--- src/logic/pms_map.svh ---
// Offsets, field positions, reset values and timing counts of the power mode supervisor.
`ifndef PMS_MAP_SVH
`define PMS_MAP_SVH

`define PMS_CLK_MHZ          20

`define PMS_OFF_MODE_CTRL    12'h000
`define PMS_OFF_MODE_STAT    12'h004
`define PMS_OFF_IRQ_FLAG3    12'h008
`define PMS_OFF_IRQ_EN       12'h00C

`define PMS_CTRL_IDLE_BIT    0
`define PMS_CTRL_STOP_BIT    1
`define PMS_CTRL_SLEEP_BIT   2
`define PMS_FLAG_UV_BIT      0
`define PMS_FLAG_OV_BIT      1
`define PMS_STAT_SUPPLY_BIT  8

`define PMS_IRQ_EN_RESET     2'h0
`define PMS_FLAGS_RESET      2'h0

`define PMS_T_UV_DEB_MS      30
`define PMS_T_OV_DEB_US      50
`define PMS_T_POR_US         500
`define PMS_T_SLEEP_EXIT_US  250
`define PMS_T_LIN_WAKE_US    15
`define PMS_T_HV_WAKE_US     25

`define PMS_CYC_UV_DEB       (`PMS_T_UV_DEB_MS * 1000 * `PMS_CLK_MHZ)
`define PMS_CYC_OV_DEB       (`PMS_T_OV_DEB_US * `PMS_CLK_MHZ)
`define PMS_CYC_POR          (`PMS_T_POR_US * `PMS_CLK_MHZ)
`define PMS_CYC_SLEEP_EXIT   (`PMS_T_SLEEP_EXIT_US * `PMS_CLK_MHZ)
`define PMS_CYC_LIN_WAKE     (`PMS_T_LIN_WAKE_US * `PMS_CLK_MHZ)
`define PMS_CYC_HV_WAKE      (`PMS_T_HV_WAKE_US * `PMS_CLK_MHZ)

`endif

--- src/logic/pms_pkg.sv ---
// Types shared by the power mode supervisor modules.
package pms_pkg;

  typedef enum logic [6:0] {
    PMS_ST_RESET     = 7'b000_0001,
    PMS_ST_POR_WAIT  = 7'b000_0010,
    PMS_ST_NORMAL    = 7'b000_0100,
    PMS_ST_IDLE      = 7'b000_1000,
    PMS_ST_STOP      = 7'b001_0000,
    PMS_ST_SLEEP     = 7'b010_0000,
    PMS_ST_WAKE_WAIT = 7'b100_0000
  } pms_state_e;

  typedef struct packed {
    logic dig_rst_n;
    logic dig_supply_en;
    logic ana_supply_en;
    logic main_osc_en;
    logic slow_clk_sel;
    logic cpu_power_en;
    logic periph_en;
    logic lin_en;
    logic aux_supply_sel;
    logic wake_det_en;
  } pms_ctrl_s;

endpackage : pms_pkg

--- src/logic/pms_filt_if.sv ---
// Carrier between the supervisor and one of its persistence filters.
`timescale 1ns/1ps
interface pms_filt_if;
  logic level;
  logic enable;
  logic qual;

  modport filt (input level, input enable, output qual);
  modport ctl  (output level, output enable, input qual);
endinterface : pms_filt_if

--- src/logic/pms_filter.sv ---
// Persistence filter: qualifies a level only after it has held for LIMIT clock cycles.
`timescale 1ns/1ps
module pms_filter #(
  parameter int unsigned LIMIT = 1
) (
  // Clock and reset
  input wire logic hclk,
  input wire logic hresetn,
  // Filtered signal
  pms_filt_if.filt f
);
  localparam int CW = (LIMIT > 1) ? $clog2(LIMIT) : 1;

  logic [CW-1:0] cnt_q;
  logic          qual_q;
  wire logic     active = f.enable & f.level;
  wire logic     full   = (cnt_q == CW'(LIMIT - 1));

  // A drop of the level or of the enable restarts the window.
  always_ff @(posedge hclk or negedge hresetn) begin
    if (!hresetn) begin
      cnt_q  <= '0;
      qual_q <= 1'b0;
    end else begin
      cnt_q  <= (!active) ? '0 : (full ? cnt_q : cnt_q + CW'(1));
      qual_q <= active & full;
    end
  end

  assign f.qual = qual_q;
endmodule : pms_filter

--- src/logic/pms_supervisor.sv ---
// Power mode supervisor with AHB-Lite register slave, supply fault filters and sleep wake-up.
//
// Local design decisions: the placing of the registers and the AHB-Lite register port.
`timescale 1ns/1ps
`include "pms_map.svh"

//////////////////////////////////////////////////////////////////////////////////////////////////
// Function
// RL1: battery below critical level: reset, whole chip and both regulators off.
// RL2: normal mode: processor and analogue circuitry fully operational.
// RL3: idle only by software request; digital logic may run on slow clock.
// RL4: idle blocks timers, second serial port, two-wire controller and link.
// RL5: external interrupts wake idle back to execution.
// RL6: stop only by software request; main oscillator off, link off.
// RL7: sleep request powers down processor, digital and analogue supplies.
// RL8: in sleep only wake logic runs, fed from the auxiliary supply.
// RL9: debounced under-voltage sets flag in third interrupt flag register.
// RL10: debounced over-voltage sets flag in third interrupt flag register.
// RL11: under-voltage must persist 10 to 60 ms, typically 30 ms.
// RL12: over-voltage must persist 50 to 100 us before flagging.
// RL13: internal reset released within 500 us after supply valid.
// RL14: internal reset released within 250 us after sleep wake-up.
// RL15: link wake needs dominant level through 15 to 150 us window.
// RL16: high-voltage pin wake needs an edge surviving 25 to 50 us.
// RL17: reset release always enters normal mode with main oscillator running.
// RL18: fault flags stay set until software clears; each can raise interrupt.
module pms_supervisor
  import pms_pkg::*;
#(
  parameter int unsigned UV_DEB_CYC    = `PMS_CYC_UV_DEB,
  parameter int unsigned POR_CYC       = `PMS_CYC_POR,
  parameter int unsigned SLEEP_EXIT_CYC = `PMS_CYC_SLEEP_EXIT,
  parameter int unsigned HV_PINS       = 4
) (
  // Clock and reset
  input  wire logic               hclk,
  input  wire logic               hresetn,
  // AHB-Lite slave
  input  wire logic               hsel,
  input  wire logic [31:0]        haddr,
  input  wire logic [1:0]         htrans,
  input  wire logic               hwrite,
  input  wire logic [2:0]         hsize,
  input  wire logic [31:0]        hwdata,
  input  wire logic               hready,
  output logic      [31:0]        hrdata,
  output logic                    hreadyout,
  output logic                    hresp,
  // Supply monitors and wake sources
  input  wire logic               battery_supply_ok,
  input  wire logic               uv_detect,
  input  wire logic               ov_detect,
  input  wire logic               lin_rx,
  input  wire logic [HV_PINS-1:0] high_voltage_pin,
  input  wire logic               ext_irq,
  // Power and clock controls
  output logic                    dig_rst_n,
  output logic                    dig_supply_en,
  output logic                    ana_supply_en,
  output logic                    main_rc_oscillator_en,
  output logic                    slow_clk_sel,
  output logic                    cpu_power_en,
  output logic                    periph_en,
  output logic                    lin_en,
  output logic                    auxiliary_supply_sel,
  // Interrupts to the processor
  output logic                    uv_irq,
  output logic                    ov_irq
);

  //////////////////////////////////////////////////////////////////////////////////////////////
  // Mode outputs per state.

  function automatic pms_ctrl_s mode_ctrl(input pms_state_e st);
    pms_ctrl_s c;
    c = '0;
    case (st)
      PMS_ST_RESET: begin
        // RL1 all off
        c = '0;
      end
      PMS_ST_POR_WAIT, PMS_ST_WAKE_WAIT: begin
        c.dig_supply_en = 1'b1;
        c.ana_supply_en = 1'b1;
        c.main_osc_en   = 1'b1;
        c.cpu_power_en  = 1'b1;
      end
      PMS_ST_NORMAL: begin
        // RL2 everything running
        c = '1;
        c.slow_clk_sel   = 1'b0;
        c.aux_supply_sel = 1'b0;
        c.wake_det_en    = 1'b0;
      end
      PMS_ST_IDLE: begin
        // RL3 slow clock, RL4 peripherals and link off
        c = '1;
        c.periph_en      = 1'b0;
        c.lin_en         = 1'b0;
        c.aux_supply_sel = 1'b0;
        c.wake_det_en    = 1'b0;
      end
      PMS_ST_STOP: begin
        // RL6 oscillator and link off
        c.dig_rst_n     = 1'b1;
        c.dig_supply_en = 1'b1;
        c.ana_supply_en = 1'b1;
        c.cpu_power_en  = 1'b1;
      end
      PMS_ST_SLEEP: begin
        // RL7 supplies off, RL8 wake logic on auxiliary supply
        c.aux_supply_sel = 1'b1;
        c.wake_det_en    = 1'b1;
      end
      default: c = '0;
    endcase
    return c;
  endfunction : mode_ctrl

  //////////////////////////////////////////////////////////////////////////////////////////////
  // Bus slave: writes take zero wait states, reads insert one wait state.

  logic [11:0] addr_q;
  logic        wr_pend_q;
  logic        rd_pend_q;
  logic [31:0] hrdata_q;
  logic        hreadyout_q;
  logic [1:0]  irq_en_q;
  logic [1:0]  flags_q;
  logic [1:0]  flags_d;
  logic        uv_irq_q;
  logic        ov_irq_q;
  pms_state_e  state_q;
  pms_state_e  state_d;
  pms_ctrl_s   ctrl_q;

  wire logic        take     = hsel & htrans[1] & hready;
  wire logic        wr_ctrl  = wr_pend_q & (addr_q == `PMS_OFF_MODE_CTRL);
  wire logic        wr_flag  = wr_pend_q & (addr_q == `PMS_OFF_IRQ_FLAG3);
  wire logic        wr_en    = wr_pend_q & (addr_q == `PMS_OFF_IRQ_EN);
  wire logic        req_idle  = wr_ctrl & hwdata[`PMS_CTRL_IDLE_BIT];
  wire logic        req_stop  = wr_ctrl & hwdata[`PMS_CTRL_STOP_BIT];
  wire logic        req_sleep = wr_ctrl & hwdata[`PMS_CTRL_SLEEP_BIT];
  wire logic [31:0] stat_word = {23'h00_0000, battery_supply_ok, 1'b0, 7'(state_q)};
  wire logic [31:0] rd_mux    = (addr_q == `PMS_OFF_MODE_STAT) ? stat_word :
                                (addr_q == `PMS_OFF_IRQ_FLAG3) ? {30'h0000_0000, flags_q} :
                                (addr_q == `PMS_OFF_IRQ_EN)    ? {30'h0000_0000, irq_en_q} :
                                32'h0000_0000;

  always_ff @(posedge hclk or negedge hresetn) begin
    if (!hresetn) begin
      addr_q      <= 12'h000;
      wr_pend_q   <= 1'b0;
      rd_pend_q   <= 1'b0;
      hrdata_q    <= 32'h0000_0000;
      hreadyout_q <= 1'b1;
      irq_en_q    <= `PMS_IRQ_EN_RESET;
    end else begin
      if (take) begin
        addr_q <= haddr[11:0];
      end
      wr_pend_q   <= take & hwrite;
      rd_pend_q   <= take & ~hwrite;
      hreadyout_q <= ~(take & ~hwrite);
      if (rd_pend_q) begin
        hrdata_q <= rd_mux;
      end
      if (wr_en) begin
        irq_en_q <= hwdata[1:0];
      end
    end
  end

  assign hrdata    = hrdata_q;
  assign hreadyout = hreadyout_q;
  assign hresp     = 1'b0;

  //////////////////////////////////////////////////////////////////////////////////////////////
  // Persistence filters for supply faults and wake sources.

  pms_filt_if uv_if ();
  pms_filt_if ov_if ();
  pms_filt_if lin_if ();
  logic [HV_PINS-1:0] hv_ref_q;
  logic [HV_PINS-1:0] hv_qual;
  logic               uv_seen_q;
  logic               ov_seen_q;

  // RL11 under-voltage window
  assign uv_if.level  = uv_detect;
  assign uv_if.enable = ~state_q[0];
  pms_filter #(.LIMIT(UV_DEB_CYC)) u_uv_filt (.hclk(hclk), .hresetn(hresetn), .f(uv_if));

  // RL12 over-voltage window
  assign ov_if.level  = ov_detect;
  assign ov_if.enable = ~state_q[0];
  pms_filter #(.LIMIT(`PMS_CYC_OV_DEB)) u_ov_filt (.hclk(hclk), .hresetn(hresetn), .f(ov_if));

  // RL15 dominant link level must hold through the window
  assign lin_if.level  = ~lin_rx;
  assign lin_if.enable = ctrl_q.wake_det_en;
  pms_filter #(.LIMIT(`PMS_CYC_LIN_WAKE)) u_lin_filt (.hclk(hclk), .hresetn(hresetn), .f(lin_if));

  generate
    for (genvar i = 0; i < HV_PINS; i++) begin : g_hv
      pms_filt_if hv_if ();
      // RL16 a changed pin level must survive the window
      assign hv_if.level  = high_voltage_pin[i] ^ hv_ref_q[i];
      assign hv_if.enable = ctrl_q.wake_det_en;
      assign hv_qual[i]   = hv_if.qual;
      pms_filter #(.LIMIT(`PMS_CYC_HV_WAKE)) u_hv_filt (.hclk(hclk), .hresetn(hresetn), .f(hv_if));
    end
  endgenerate

  wire logic uv_set  = uv_if.qual & ~uv_seen_q;
  wire logic ov_set  = ov_if.qual & ~ov_seen_q;
  wire logic wake_sl = lin_if.qual | (|hv_qual);

  // RL9 RL10 RL18 sticky flags, write one to clear, a new event wins over the clear
  assign flags_d[`PMS_FLAG_UV_BIT] = uv_set |
                                     (flags_q[`PMS_FLAG_UV_BIT] & ~(wr_flag & hwdata[`PMS_FLAG_UV_BIT]));
  assign flags_d[`PMS_FLAG_OV_BIT] = ov_set |
                                     (flags_q[`PMS_FLAG_OV_BIT] & ~(wr_flag & hwdata[`PMS_FLAG_OV_BIT]));

  always_ff @(posedge hclk or negedge hresetn) begin
    if (!hresetn) begin
      flags_q   <= `PMS_FLAGS_RESET;
      uv_seen_q <= 1'b0;
      ov_seen_q <= 1'b0;
      uv_irq_q  <= 1'b0;
      ov_irq_q  <= 1'b0;
    end else begin
      flags_q   <= flags_d;
      uv_seen_q <= uv_if.qual;
      ov_seen_q <= ov_if.qual;
      // RL18 each flag gated onto its own interrupt line
      uv_irq_q  <= flags_d[`PMS_FLAG_UV_BIT] & irq_en_q[`PMS_FLAG_UV_BIT];
      ov_irq_q  <= flags_d[`PMS_FLAG_OV_BIT] & irq_en_q[`PMS_FLAG_OV_BIT];
    end
  end

  assign uv_irq = uv_irq_q;
  assign ov_irq = ov_irq_q;

  // The pin reference follows the pins until sleep, so any edge during sleep shows as a mismatch.
  always_ff @(posedge hclk) begin
    if (state_q != PMS_ST_SLEEP) begin
      hv_ref_q <= high_voltage_pin;
    end
  end

  //////////////////////////////////////////////////////////////////////////////////////////////
  // Mode state machine and start-up timer.

  localparam int TW = $clog2(((POR_CYC > SLEEP_EXIT_CYC) ? POR_CYC : SLEEP_EXIT_CYC) + 1);

  logic [TW-1:0] tmr_q;
  wire logic     waiting  = (state_q == PMS_ST_POR_WAIT) | (state_q == PMS_ST_WAKE_WAIT);
  // RL13 RL14 reset release deadlines
  wire logic     tmr_done = (state_q == PMS_ST_POR_WAIT) ? (tmr_q >= TW'(POR_CYC - 1)) :
                                                           (tmr_q >= TW'(SLEEP_EXIT_CYC - 1));

  always_comb begin
    state_d = state_q;
    if (!battery_supply_ok) begin
      // RL1 supply loss overrides every mode
      state_d = PMS_ST_RESET;
    end else begin
      case (state_q)
        PMS_ST_RESET: begin
          state_d = PMS_ST_POR_WAIT;
        end
        PMS_ST_POR_WAIT, PMS_ST_WAKE_WAIT: begin
          // RL17 reset release always lands in normal mode
          if (tmr_done) state_d = PMS_ST_NORMAL;
        end
        PMS_ST_NORMAL: begin
          // RL3 RL6 RL7 software requests, sleep first
          if (req_sleep) state_d = PMS_ST_SLEEP;
          else if (req_stop) state_d = PMS_ST_STOP;
          else if (req_idle) state_d = PMS_ST_IDLE;
        end
        PMS_ST_IDLE, PMS_ST_STOP: begin
          // RL5 external interrupt resumes execution
          if (ext_irq) state_d = PMS_ST_NORMAL;
        end
        PMS_ST_SLEEP: begin
          if (wake_sl) state_d = PMS_ST_WAKE_WAIT;
        end
        default: state_d = PMS_ST_RESET;
      endcase
    end
  end

  always_ff @(posedge hclk or negedge hresetn) begin
    if (!hresetn) begin
      state_q <= PMS_ST_RESET;
      tmr_q   <= '0;
      ctrl_q  <= '0;
    end else begin
      state_q <= state_d;
      tmr_q   <= (waiting && state_d == state_q) ? tmr_q + TW'(1) : '0;
      ctrl_q  <= mode_ctrl(state_d);
    end
  end

  assign dig_rst_n             = ctrl_q.dig_rst_n;
  assign dig_supply_en         = ctrl_q.dig_supply_en;
  assign ana_supply_en         = ctrl_q.ana_supply_en;
  assign main_rc_oscillator_en = ctrl_q.main_osc_en;
  assign slow_clk_sel          = ctrl_q.slow_clk_sel;
  assign cpu_power_en          = ctrl_q.cpu_power_en;
  assign periph_en             = ctrl_q.periph_en;
  assign lin_en                = ctrl_q.lin_en;
  assign auxiliary_supply_sel  = ctrl_q.aux_supply_sel;

endmodule : pms_supervisor

--- config.mk ---
export PLATFORM = sky130hd
export DESIGN_NAME = pms_supervisor
export DESIGN_NICKNAME = d
export VERILOG_FILES = /design/src/logic/pms_pkg.sv /design/src/logic/pms_filt_if.sv /design/src/logic/pms_filter.sv /design/src/logic/pms_supervisor.sv
export VERILOG_INCLUDE_DIRS = /design/src /design/src/logic
export SDC_FILE = /design/constraint.sdc
export NUM_CORES = 1
export LEC_CHECK = 0
export BUFFER_PORTS_ARGS = -buffer_cell sky130_fd_sc_hd__buf_2
export CORE_ASPECT_RATIO = 0.5
export CORE_MARGIN = 2
export CORE_UTILIZATION = 50
export DETAILED_ROUTE_END_ITERATION = 10
export GPL_TIMING_DRIVEN = 0
export PLACE_DENSITY = 0.87
export SYNTH_ARGS = -nofsm -noshare
export SYNTH_HDL_FRONTEND = slang
export SYNTH_SLANG_ARGS = --single-unit
export TNS_END_PERCENT = 10
--- constraint.sdc ---
create_clock -name hclk -period 2.7 [get_ports hclk]
set_clock_uncertainty 0.05 [all_clocks]
set_input_delay 0.54 -clock hclk [delete_from_list [all_inputs] [get_ports hclk]]
set_output_delay 0.54 -clock hclk [all_outputs]
set_load 0.01 [all_outputs]
* After elaboration in Yosys (flattened, before gate mapping) *
Index checks and enable logic that the tools add are counted.

storage, ports and cells
  flip-flop bits (word level) = 172
  output and inout port bits = 45
  bits of input ports = 83

cells by class
  equal/unequal tests = 32
  add/sub/neg operators = 8
  multiplexer cells = 34
  order comparisons = 2
  reduce and logical (&&, ||, !) cells = 8
  bitwise gates (word level) = 48

operators by type and width
  operator                                                number
  2-to-1 mux 9 bit                                        11
  2-to-1 mux 7 bit                                        7
  adder 9 x 1 -> 9 bit (second input constant)            5
  == test 9 bit (second input constant)                   5
  2-to-1 mux 20 bit                                       2
  case mux 7 bit (5 select lines)                         1
  AND 1 bit                                               32
  == test 12 x 4 -> 1 bit (second input constant)         2
  adder 20 x 1 -> 20 bit (second input constant)          1
  == test 20 bit (second input constant)                  1
  2-to-1 mux 10 bit                                       2
  adder 14 x 1 -> 14 bit (second input constant)          1
  == test 7 x 2 -> 1 bit (second input constant)          2
  == test 7 x 3 -> 1 bit (second input constant)          2
  == test 7 x 4 -> 1 bit (second input constant)          2
  == test 7 x 5 -> 1 bit (second input constant)          2
  == test 7 x 6 -> 1 bit (second input constant)          2
  == test 7 bit (second input constant)                   2
  >= comparator 14 x 13 -> 1 bit (second input constant)  1
  >= comparator 14 bit (second input constant)            1
  2-to-1 mux 14 bit                                       1
  != test 2 bit (second input constant)                   7
  == test 12 x 3 -> 1 bit (second input constant)         1
  logical NOT 12 bit                                      1
  other kinds (15)                                        38

* Logic depth before layout (Yosys ltp) *
  depth in word-level cells = 11
  mapped depth = 10

* By module *
From an unflattened synthesis, not the netlist that was laid out.

unflattened totals
  cell total of the unflattened synthesis = 702
  area, all modules = 7200.7 um2

by module, submodules not included
  module                               times used  cells each  area an instance (um2)
  pms_supervisor                       1           293         3128.0
  pms_filter at g_hv[0].u_hv_filt ...  4           49          490.5
  pms_filter at u_uv_filt              1           111         1086.0
  pms_filter at u_ov_filt              1           53          529.3
  pms_filter at u_lin_filt             1           49          495.5

* Worst setup path before layout *
No wires, ideal clock.

  kind = reg-to-reg
  start = reg addr_q[7]
  end = reg tmr_q[12]
  stages on the path, launching flop included = 9
  setup time = 0.092 ns
  path buffers = 2
  arrival time = 2.470 ns
  slack = 0.088 ns
  path through = dfrtp_1 or4_4 or4b_4 o21a_1 a211o_1 and4b_1 buf_6 buf_12 nor3_2

on the way
  word-level cells in the longest chain between the ends = 11
  elaborated cells on any way between the ends = 13

ends and longest elaborated chain
  what                                 line                   source
  start, declared                      pms_supervisor.sv:123  logic [11:0] addr_q;
  start signal, assigned               pms_supervisor.sv:160  addr_q <= haddr[11:0];
  logical NOT 12 bit (no line) (*)     --
  AND 1 bit (*)                        pms_supervisor.sv:138  wire logic wr_ctrl = wr_pend_q & (addr_q == `PMS_OFF_MODE_CTRL);
  AND 1 bit                            pms_supervisor.sv:141  wire logic req_idle = wr_ctrl & hwdata[`PMS_CTRL_IDLE_BIT];
  2-to-1 mux 7 bit                     pms_supervisor.sv:281  else if (req_idle) state_d = PMS_ST_IDLE;
  2-to-1 mux 7 bit                     pms_supervisor.sv:280  else if (req_stop) state_d = PMS_ST_STOP;
  2-to-1 mux 7 bit (*)                 pms_supervisor.sv:279  if (req_sleep) state_d = PMS_ST_SLEEP;
  case mux 7 bit (5 select lines) (*)  pms_supervisor.sv:269  case (state_q)
  2-to-1 mux 7 bit (*)                 pms_supervisor.sv:265  if (!battery_supply_ok) begin
  == test 7 bit (*)                    pms_supervisor.sv:302  tmr_q <= (waiting && state_d == state_q) ? tmr_q + TW'(1) : '0;
  logical AND 1 bit (*)                pms_supervisor.sv:302
  2-to-1 mux 14 bit (*)                pms_supervisor.sv:302
  end signal, assigned                 pms_supervisor.sv:302
  end, declared                        pms_supervisor.sv:257  logic [TW-1:0] tmr_q;

Every way passes the cells marked *; elsewhere a longest branch is shown, timed or not.
A chain may end at the register's enable or synchronous reset.

* Worst setup path after layout *
  start = reg addr_q[1]
  end = reg tmr_q[10]

The elaborated chain is that of the path after synthesis.

==> impl_results.md <==
- Rows: 30
- Yosys top cell by area: dfrtp_1
- Chip height: approximately 87 microns
- Fmax: ~370 MHz
- Initial antenna violation count: 0
- Async set-reset flop share out of synthesis: 0.972
- Initial DRT Pass Iterations: 7
- Pwr/cell area: between 600 and 700 mW/mm^2
- Total wire length: roughly 14 mm
- DP HPWL: a little over 9 mm
- Gr usage total: 0.199
- Commonest cells after routing, fill and taps aside: dfrtp_1 (138), nor2_1 (88), nand2_1 (48), buf_2 (48), xor2_1 (39)
- Post-synth EDFFs: 4
- Arrival @ worst endpoint: between 3 and 4 ns
- Total power: just over 5 mW
- TritonCTS clock tree: done
- Worst hold path type: in2async
- Register area share after synthesis: 0.525
- FILL cells: between 1000 and 1500
- Fin crit period: 2.71 ns
- Remaining Overflow, GRT: 0
- Unrepaired setup endpoints after global routing: true
- Leakage power: between 3 and 4 nW
- Core area: 0.0135 sq mm
- First-pass GRT wire length: about 23 mm
- Share of the synthesized area in the top cell type: 0.500
- WHS: between 0.002 and 0.0025 ns
- NumNets Final: 857
- DR top layer: met4
- VDD IR max: a little over 400 uV
- Most common cell after layout, fill and taps aside: dfrtp_1
- Die area: about 0.015 sq mm
- Detail-routed net length per standard cell: between 10 and 15 microns
- Max Cap Viol: 0
- Syn Inst Count: about 670
- Slew @ Worst Pin: roughly 0.72 ns
- Area growth, synth to finish: 17.9%
- Dpl ws: -0.0572 ns
- Root Driver: clkbuf_16
- Initial Util: 0.511
- CTS HTree Levels: 4
- DRC Markers: 0
- Crit start category: register
- Fin crit share: 1.00
- Fraction of layout cells with a size suffix above 1: 0.195
- Reg clk slew, reported paths: approximately 0.060 ns
- IO buf count: 49
- Setup TNS: -0.0419 ns
- CP required: 2.99 ns
- Type of the worst setup path: reg2reg
- ANT nets after route: 0
- Status: complete, but fails checks
- Final WS setup: -0.0119 ns
- Clock Path Buffers: 2
- Library cells used by synthesis: 52
- # clock sinks: around 140
- Final Core Density: 0.602
- Largest net degree at the start of global routing: just over 90
- Warnings, synthesis: 0
- Vias in the first global route: between 5000 and 6000
- Final non-filler cell total: ~960
- Cells after DPL: slightly above 900
- Crit-path max FO: 10
- WL met3: ~600 microns
- # diodes: 0
- Met1 WL: a little under 6 mm
- Syn_area_per_cell: 10.3 sq um
- Placed inst area: 0.00750 sq mm
- Final Hold Fails: 0
- Main flop type after synthesis: dfrtp_1
- Top cells by area, synth: dfrtp_1 (50%), xor2_1 (4.9%), nor2_1 (4.8%), xnor2_1 (3.3%), mux2_2 (3.3%)
- Failing checks: setup timing
- Initial DRC count: 368
- Total CTS buffers: 17
- Mapped Area: roughly 0.0069 sq mm
- Seq cells post-synth: about 140
- I/O pin count: between 100 and 150
- Vias: a little over 5000
- Worst slew margin: 0.515
- Count of final setup violators: 8
- Clk Latency, worst-skew pair: around 0.42 ns
- Hold_buf cts: 0
- Crit. End Element: register
- RD Place Congestion: ~0.85
- Die W: 170 microns
- Final Cell Area: 0.00814 sq mm
- Routed vias/inst: ~5.4
- Fin. max-slew vios: 0
- DR WL met2: approximately 7.2 mm
==> final timing paths <==
path / startpoint / end / slack (ns) / cells after the start
worst max-delay path: addr_q[1] / tmr_q[10] / -0.01 / 8
worst min-delay path: hresetn / u_ov_filt.cnt_q[1] / 0.002 / 1
worst max register to register: addr_q[1] / tmr_q[10] / -0.01 / 8
worst min register to register: u_ov_filt.f.qual / ov_seen_q / 0.34 / 0
max in group asynchronous: hresetn / state_q[0] / 1.78 / 2
min in group hclk: high_voltage_pin[1] / hv_ref_q[1] / 0.27 / 1
==> sequential cells by signal (all words and copies together) (netlist names), 7 cells and up <==
name	count
u_uv_filt.cnt_q	20
hrdata	8
g_hv.u_hv_filt.cnt_q	36
addr_q	12
u_ov_filt.cnt_q	10
u_lin_filt.cnt_q	9
tmr_q	14
state_q	7
==> cell families (layout without fill, tap and decap cells) <==
kind of cell / Yosys count / in the layout / synth area share
fa+ha+maj: 8 / 8 / 0.0145
compound gates: 70 / 70 / 0.0609
other cells: 1 / 25 / 0.000543
flops: 144 / 144 / 0.525
xor+xnor: 65 / 65 / 0.0825
simple gates: 290 / 290 / 0.218
buf+inv: 65 / 149 / 0.0540
mux: 28 / 28 / 0.0442
==> cell usage after synthesis (2+ instances only) <==
| master | number |
|---|---|
| nor4bb_1 | 2 |
| or4_4 | 2 |
| inv_1 | 21 |
| or4_1 | 6 |
| a22o_1 | 4 |
| buf_4 | 28 |
| nor2_1 | 88 |
| o21ai_0 | 27 |
| or2_2 | 2 |
| o31a_1 | 2 |
| dfstp_2 | 2 |
| xor2_1 | 39 |
| o21a_1 | 5 |
| nand2b_1 | 7 |
| edfxtp_1 | 4 |
| ha_1 | 8 |
| mux2_2 | 20 |
| nor4_1 | 7 |
| or3_1 | 15 |
| a21oi_1 | 20 |
| and3_1 | 21 |
| and2_1 | 6 |
| a211o_1 | 2 |
| nand2_1 | 48 |
| and4b_1 | 3 |
| nor2b_1 | 4 |
| xnor2_1 | 26 |
| o31ai_1 | 2 |
| nand4_1 | 17 |
| nand3_1 | 36 |
| nor3_2 | 10 |
| clkbuf_1 | 14 |
| mux2i_1 | 8 |
| dfrtp_1 | 138 |
| nor3_1 | 10 |
==> report_power, final <==
| group | switching [mW] | leakage (nW) | internal, mW | total [mW] |
|---|---|---|---|---|
| registers | 0.0528 | 1.95 | 2.23 | 2.29 |
| clock network | 0.887 | 0.296 | 1.52 | 2.41 |
| logic | 0.218 | 1.45 | 0.174 | 0.392 |
| total | 1.16 | 3.70 | 3.93 | 5.09 |
==> area by class of cell <==
cell class	count	area, sq um	share of cell area
Tap cell	176	220	0.0271
Clock buffer	22	474	0.0583
Clock inverter	10	134	0.0164
Multi-Input combinational cell	486	3020	0.371
Timing Repair Buffer	52	294	0.0361
Inverter	21	78.8	0.00968
Buffer	44	295	0.0363
Sequential cell	144	3630	0.446
==> timing repair <==
item	in CTS	in global routing
resized for setup	0	6
endpoints found under the hold margin	0	0
endpoints found under the setup margin	14	15
setup buffers	1	0
pin swaps	3	0
==> layer usage <==
metal / vias up / track usage
met5: - / 0
met1: 2519 / 0.236
met2: 140 / 0.363
met3: 21 / 0.0527
li1: 2460 / -
met4: 0 / 0.0528
==> worst max-delay path, cell delays in order, from the launching register on <==
cell	delay, ns
dfrtp_1	0.38
or4_4	0.55
or4b_4	0.53
o21a_1	0.20
a211o_1	0.26
and4b_1	0.22
buf_6	0.13
buf_12	0.14
nor3_2	0.17
No activity file was read; power rests on OpenSTA's default activity.
